<file path="src/hw/reset_cause_cfg.svh">
// Constants of the reset-cause vector generator.
// Assumes one system clock; included by package and design files.
`ifndef RESET_CAUSE_CFG_SVH
`define RESET_CAUSE_CFG_SVH

// =====================================================
// Register map
`define VECTOR_ADDR       16'h019E
`define WORD_ADDR_MASK    16'hFFFE
`define IDLE_CODE         8'h00

// =====================================================
// Cause slots, code is two times slot plus two
`define SLOT_BROWNOUT     5'h00
`define SLOT_RESET_PIN    5'h01
`define SLOT_SW_BROWNOUT  5'h02
`define SLOT_LPM_WAKEUP   5'h03
`define SLOT_SECURITY     5'h04
`define SLOT_HIGH_SUPPLY  5'h06
`define SLOT_SW_POWERON   5'h09
`define SLOT_WDT_EXPIRY   5'h0A
`define SLOT_WDT_KEY      5'h0B
`define SLOT_NVM_KEY      5'h0C
`define SLOT_NVM_ECC      5'h0D
`define SLOT_PERIPH_FETCH 5'h0E
`define SLOT_PMM_KEY      5'h0F
`define SLOT_MPU_KEY      5'h10
`define SLOT_CS_KEY       5'h11
`define SLOT_IP_SEG       5'h12
`define SLOT_INFO_SEG     5'h13
`define SLOT_SEG_ONE      5'h14
`define SLOT_SEG_TWO      5'h15
`define SLOT_SEG_THREE    5'h16
`define SLOT_ACCESS_TIME  5'h17

// =====================================================
// Masks and reset values
`define CAUSE_VALID_MASK  24'hFFFE5F
`define BROWNOUT_ONLY     24'h000001
`define PENDING_RESET     24'h000001

`endif

</file>
<file path="src/hw/reset_cause_pkg.sv">
// Types and helpers of the reset-cause vector generator.
// Assumes the constants header is on the include path.
`include "reset_cause_cfg.svh"

package reset_cause_pkg;

   typedef logic [23:0] cause_set_type;
   typedef logic [7:0]  code_type;
   typedef logic [4:0]  slot_type;

   // Vector code of a cause slot
   function automatic code_type slot_code(input slot_type slot);
      code_type code;
      code = {2'h0, slot, 1'b0} + 8'h02;
      return code;
   endfunction

endpackage

</file>
<file path="src/hw/reset_cause_priority.sv">
// Priority encoder of recorded reset causes.
// Assumes slot zero is the highest priority.
`timescale 1ns/1ps
`default_nettype none
`include "reset_cause_cfg.svh"

module reset_cause_priority (
   // Recorded causes
   input  wire reset_cause_pkg::cause_set_type pending,
   // Highest pending cause
   output var reset_cause_pkg::code_type       top_code,
   output var reset_cause_pkg::cause_set_type  top_onehot
);

   always_comb begin
      top_code   = `IDLE_CODE;
      top_onehot = '0;
      for (int i = 23; i >= 0; i--) begin
         if (pending[i]) begin
            top_code   = reset_cause_pkg::slot_code(5'(i));
            top_onehot = reset_cause_pkg::cause_set_type'(24'h000001 << i);
         end
      end
   end

endmodule

`default_nettype wire

</file>
<file path="src/hw/reset_cause_vector_generator.sv">
// Reset-cause vector generator with read-to-clear vector register.
// Assumes event inputs are one-cycle or level strobes on sys_clk.
`timescale 1ns/1ps
`default_nettype none
`include "reset_cause_cfg.svh"

module reset_cause_vector_generator (
   // Clock, reset, enable
   input  wire logic                    sys_clk,
   input  wire logic                    reset,
   input  wire logic                    ce,
   // Peripheral read port
   input  wire logic                    rd_en,
   input  wire logic [15:0]             rd_addr,
   output logic      [15:0]             rd_data_q,
   output logic                         rd_ack_q,
   // Status
   output logic                         cause_pending_q,
   // Brownout class causes
   input  wire logic                    poweron_brownout,
   input  wire logic                    reset_pin_flag,
   input  wire logic                    software_brownout_request,
   input  wire logic                    lpm_wakeup,
   input  wire logic                    security_violation,
   input  wire logic                    high_supply_supervisor_flag,
   // Power-on class causes
   input  wire logic                    software_poweron_request,
   // Power-up-clear class causes
   input  wire logic                    watchdog_expiry_flag,
   input  wire logic                    watchdog_key_error,
   input  wire logic                    nvm_controller_key_error,
   input  wire logic                    nvm_uncorrectable_error,
   input  wire logic                    peripheral_fetch_error,
   input  wire logic                    power_manager_key_error,
   input  wire logic                    protection_unit_key_error,
   input  wire logic                    clock_system_key_error,
   input  wire logic                    ip_segment_violation_flag,
   input  wire logic                    info_segment_violation_flag,
   input  wire logic                    segment_one_violation_flag,
   input  wire logic                    segment_two_violation_flag,
   input  wire logic                    segment_three_violation_flag,
   input  wire logic                    access_time_error_flag
);

   // =====================================================
   // Declarations
   reset_cause_pkg::cause_set_type pending_q;
   reset_cause_pkg::cause_set_type pending_d;
   reset_cause_pkg::cause_set_type event_vec;
   reset_cause_pkg::cause_set_type top_onehot;
   reset_cause_pkg::code_type      top_code;
   logic [15:0]                    rd_data_d;
   logic                           rd_ack_d;
   logic                           cause_pending_d;
   logic                           rd_hit;
   logic                           any_event;

   // =====================================================
   // Address decode
   assign rd_hit = rd_en && ((rd_addr & `WORD_ADDR_MASK) == `VECTOR_ADDR);

   // =====================================================
   // Events into cause slots
   always_comb begin
      event_vec = '0;
      event_vec[`SLOT_BROWNOUT]     = poweron_brownout;
      event_vec[`SLOT_RESET_PIN]    = reset_pin_flag;
      event_vec[`SLOT_SW_BROWNOUT]  = software_brownout_request;
      event_vec[`SLOT_LPM_WAKEUP]   = lpm_wakeup;
      event_vec[`SLOT_SECURITY]     = security_violation;
      event_vec[`SLOT_HIGH_SUPPLY]  = high_supply_supervisor_flag;
      event_vec[`SLOT_SW_POWERON]   = software_poweron_request;
      event_vec[`SLOT_WDT_EXPIRY]   = watchdog_expiry_flag;
      event_vec[`SLOT_WDT_KEY]      = watchdog_key_error;
      event_vec[`SLOT_NVM_KEY]      = nvm_controller_key_error;
      event_vec[`SLOT_NVM_ECC]      = nvm_uncorrectable_error;
      event_vec[`SLOT_PERIPH_FETCH] = peripheral_fetch_error;
      event_vec[`SLOT_PMM_KEY]      = power_manager_key_error;
      event_vec[`SLOT_MPU_KEY]      = protection_unit_key_error;
      event_vec[`SLOT_CS_KEY]       = clock_system_key_error;
      event_vec[`SLOT_IP_SEG]       = ip_segment_violation_flag;
      event_vec[`SLOT_INFO_SEG]     = info_segment_violation_flag;
      event_vec[`SLOT_SEG_ONE]      = segment_one_violation_flag;
      event_vec[`SLOT_SEG_TWO]      = segment_two_violation_flag;
      event_vec[`SLOT_SEG_THREE]    = segment_three_violation_flag;
      event_vec[`SLOT_ACCESS_TIME]  = access_time_error_flag;
   end

   assign any_event = |event_vec;

   // =====================================================
   // Highest pending cause
   reset_cause_priority u_priority (
      .pending    (pending_q),
      .top_code   (top_code),
      .top_onehot (top_onehot)
   );

   // =====================================================
   // Next state
   always_comb begin
      pending_d = pending_q;
      rd_data_d = rd_data_q;
      rd_ack_d  = 1'b0;
      if (rd_hit) begin
         // Return code, drop it from the set
         rd_data_d = {8'h00, top_code};
         rd_ack_d  = 1'b1;
         pending_d = pending_q & ~top_onehot;
      end
      // New events win over the read clear
      pending_d = (pending_d | event_vec) & `CAUSE_VALID_MASK;
      if (poweron_brownout) begin
         pending_d = `BROWNOUT_ONLY;
      end
      cause_pending_d = |pending_d;
   end

   // =====================================================
   // State registers
   always_ff @(posedge sys_clk or posedge reset) begin
      if (reset) begin
         pending_q       <= `PENDING_RESET;
         rd_data_q       <= 16'h0000;
         rd_ack_q        <= 1'b0;
         cause_pending_q <= 1'b1;
      end else if (ce) begin
         pending_q       <= pending_d;
         rd_data_q       <= rd_data_d;
         rd_ack_q        <= rd_ack_d;
         cause_pending_q <= cause_pending_d;
      end
   end
endmodule

`default_nettype wire

</file>
<file path="config.mk">
export PLATFORM = sky130hd
export DESIGN_NAME = reset_cause_vector_generator
export DESIGN_NICKNAME = d
export VERILOG_FILES = /design/src/hw/reset_cause_pkg.sv /design/src/hw/reset_cause_priority.sv /design/src/hw/reset_cause_vector_generator.sv
export VERILOG_INCLUDE_DIRS = /design/src /design/src/hw
export SDC_FILE = /design/constraint.sdc
export NUM_CORES = 1
export LEC_CHECK = 0
export CAP_MARGIN = 20
export CELL_PAD_IN_SITES_DETAIL_PLACEMENT = 0
export CELL_PAD_IN_SITES_GLOBAL_PLACEMENT = 1
export CORE_MARGIN = 2
export CORE_UTILIZATION = 42
export DETAILED_ROUTE_END_ITERATION = 8
export DONT_BUFFER_PORTS = 1
export PLACE_DENSITY_LB_ADDON = 0.1
export SLEW_MARGIN = 20
export SYNTH_ARGS = -nofsm -noshare
export SYNTH_HDL_FRONTEND = slang
export SYNTH_HIERARCHICAL = 1
export SYNTH_SLANG_ARGS = --single-unit
</file>
<file path="constraint.sdc">
create_clock -name sys_clk -period 2.05 [get_ports sys_clk]
set_input_delay 0.1025 -clock sys_clk [delete_from_list [all_inputs] [get_ports sys_clk]]
set_output_delay 0.1025 -clock sys_clk [all_outputs]
set_load 0.005 [all_outputs]
</file>
==> implementation parameters <==
Parameter                              Value

Run status
  Result of the run    finished with violations
  Violated checks    negative setup slack

Power
  VDD IR max    0.0003186 V
  Pwr Total    1813 uW
  Standby leakage power    0.001294 uW
  Power per cell area    629.6 nW/um^2

Layout
  Most frequent cells in the layout    sky130_fd_sc_hd__buf_4 (41), sky130_fd_sc_hd__dfrtp_1 (29), sky130_fd_sc_hd__nand2_1 (22)
  Final core utilization    56.76%
  Fraction of final layout cells with drive strength greater than 1    26.81%
  Most common cell after layout, fill and taps aside    sky130_fd_sc_hd__buf_4
  Number of antenna repair diodes    0
  Layout net count    357
  Synthesis-to-layout area growth    32.00%

Timing
  Clock Skew    0.01107 ns
  Number of failing setup endpoints in the final timing report    4
  Upper clock frequency limit    441.5 MHz
  Worst slew margin    48.38%
  Minimum clock period after layout    2.265 ns
  Worst path setup slack after routing    -0.2150 ns
  Unrepaired setup endpoints after global routing    true
  Period Utilization, post-route    110.5%
  Final max-slew violation count    0
  Slew of the pin with the lowest slew margin    0.7717 ns
  Final hold violations    0

Worst setup path
  Crit Path Category    flop to flop
  CP endpoint kind    flop
  Critical Path Source    pending_q[16]
  Max Fanout on Critical Path    2
  Slowest cell delay on critical path    0.54 ns
  Launching point of the worst reg2reg path    pending_q[16]
  Critical path startpoint category    flop
  Data arrival time of the critical path    2.48 ns
  Critical Path Slowest Stage Cell    sky130_fd_sc_hd__or4_4
  Required arrival time at the worst endpoint    2.26 ns
  List of cells traversed by the critical path    or4_4 -> or3_4 -> nor4b_4 -> nand2_2 -> a22oi_2 -> nand4_1 -> o32a_1

GRT
  Remaining Overflow, GRT    0
  Number of antenna violations at the first check in global routing    0
  Global-route wire length before repair    10.49 mm
  Via count of the first global-routing pass    2048
  GRT Total Usage    22.88%
  Largest net degree at the start of global routing    32

Job
  Max-cap check violation count    0

Place
  Count of input and output buffers    0
  DP HPWL    4.539 mm
  Global placer's final weighted congestion    0.8575

Route
  Routed wire per std cell    16.83 microns
  Per-cell via count in the routed design    5.424
  Post-detailed-routing wire length    6.512 mm
  DRC errors left    0
  Via total after detailed routing    2099
  Remaining number of nets flagged by the antenna check after routing    0
  Iteration-0 DRC count of the detailed router    223
  Pre-antenna DRT Iters    4

Floorplanning
  Number of placement rows    26
  Core area    5075 sq um
  Count of pins on the block boundary    59
  Die Outline Area    5788 sq um
  Die Ht    76.08 microns
  Effective utilization at floorplan    43.00%
  Die Wd    76.08 microns

CTS
  Clock transition at path regs    0.07 ns
  Clock root buffer    sky130_fd_sc_hd__clkbuf_8
  # H-tree levels    2
  Inserted Clock Buffers    5
  CTS sink count    31
  Insertion delay of the later-clocked pin in the worst-skew pair    0.29 ns
  Clock buffer depth    2
  TritonCTS clock tree    done

Yosys
  Post-synthesis cell count    254
  Synth warn    6
  Area of the mapped netlist    2182 sq um
  Avg Synthesized Cell Area    8.591 sq um

Min path
  Type of the worst min-delay path    input pin to flop
  Min-Delay Startpoint    ce
==> metal layers <==
metal	part of all wire (%)	GRT usage (%)	wire length, microns	vias up
met3	6.0	5.332	390	4
met5	0	0	0	-
li1	-	-	-	1016
met2	48	35.45	3102	71
met4	0.66	6.000	43	0
met1	46	32.31	2976	1008
==> cell type report <==
class                      count  area, sq um
fill                         505         2195
multi-input combinational    198         1311
sequential                    31        778.2
timing repair buffer          60        510.5
tap                           70        87.58
clock buffer                   6        82.58
inverter                      20        75.07
clock inverter                 2        35.03
==> power by group <==
group	internal (uW)	total [uW]	switching [uW]	leakage (uW)
logic	232	466	235	0.000843
clock network	393	632	239	0.0000612
registers	663	715	51.8	0.000390
total	1290	1810	526	0.00129
==> critical path: cells and delay by family (launching register included) <==
kind | cells | cell delay, ns
AND/OR/NAND/NOR | 5 | 1.39
AO/OA/AOI/OAI | 2 | 0.43
flip-flops | 1 | 0.38
==> state kept, by name, summed over array words and instances (netlist names) <==
name / flops
pending_q: 21
cause_pending_q: 1
rd_ack_q: 1
rd_data_q: 8
==> worst paths after layout <==
kind / cells after the start / slack [ns] / end
worst min-delay path: 2 / 0.008 / pending_q[22]
worst max-delay path: 7 / -0.22 / cause_pending_q
worst min register to register: 1 / 0.53 / rd_data_q[4]
worst max register to register: 7 / -0.22 / cause_pending_q
max in group asynchronous: 3 / 1.37 / cause_pending_q
min in group asynchronous: 3 / 0.34 / rd_data_q[3]
==> through the flow <==
step | setup TNS [ns] | hold WS [ns] | instance area, sq um | std cells | worst slack (ns)
2_1_floorplan | -0.1674 | 0.2045 | 2253 | 273 | -0.1674
5_1_grt | -0.8731 | 0.01155 | 2880 | 387 | -0.3204
6_report | -0.4180 | 0.008226 | 2880 | 387 | -0.2150
3_3_place_gp | -0.3341 | 0.09950 | 2512 | 362 | -0.2291
4_1_cts | -0.4494 | 0.002840 | 2800 | 386 | -0.2061
3_5_place_dp | -0.3588 | 0.1026 | 2512 | 362 | -0.2304
==> repair_timing <==
item                                    in CTS  in global routing
gates resized for setup                      2                 15
hold endpoints to repair                    52                  0
pin swaps                                    2                  7
hold buffers                                16                  0
buffers inserted                             0                  1
endpoints found under the setup margin       3                  9
No activity file was read; power rests on OpenSTA's default activity.
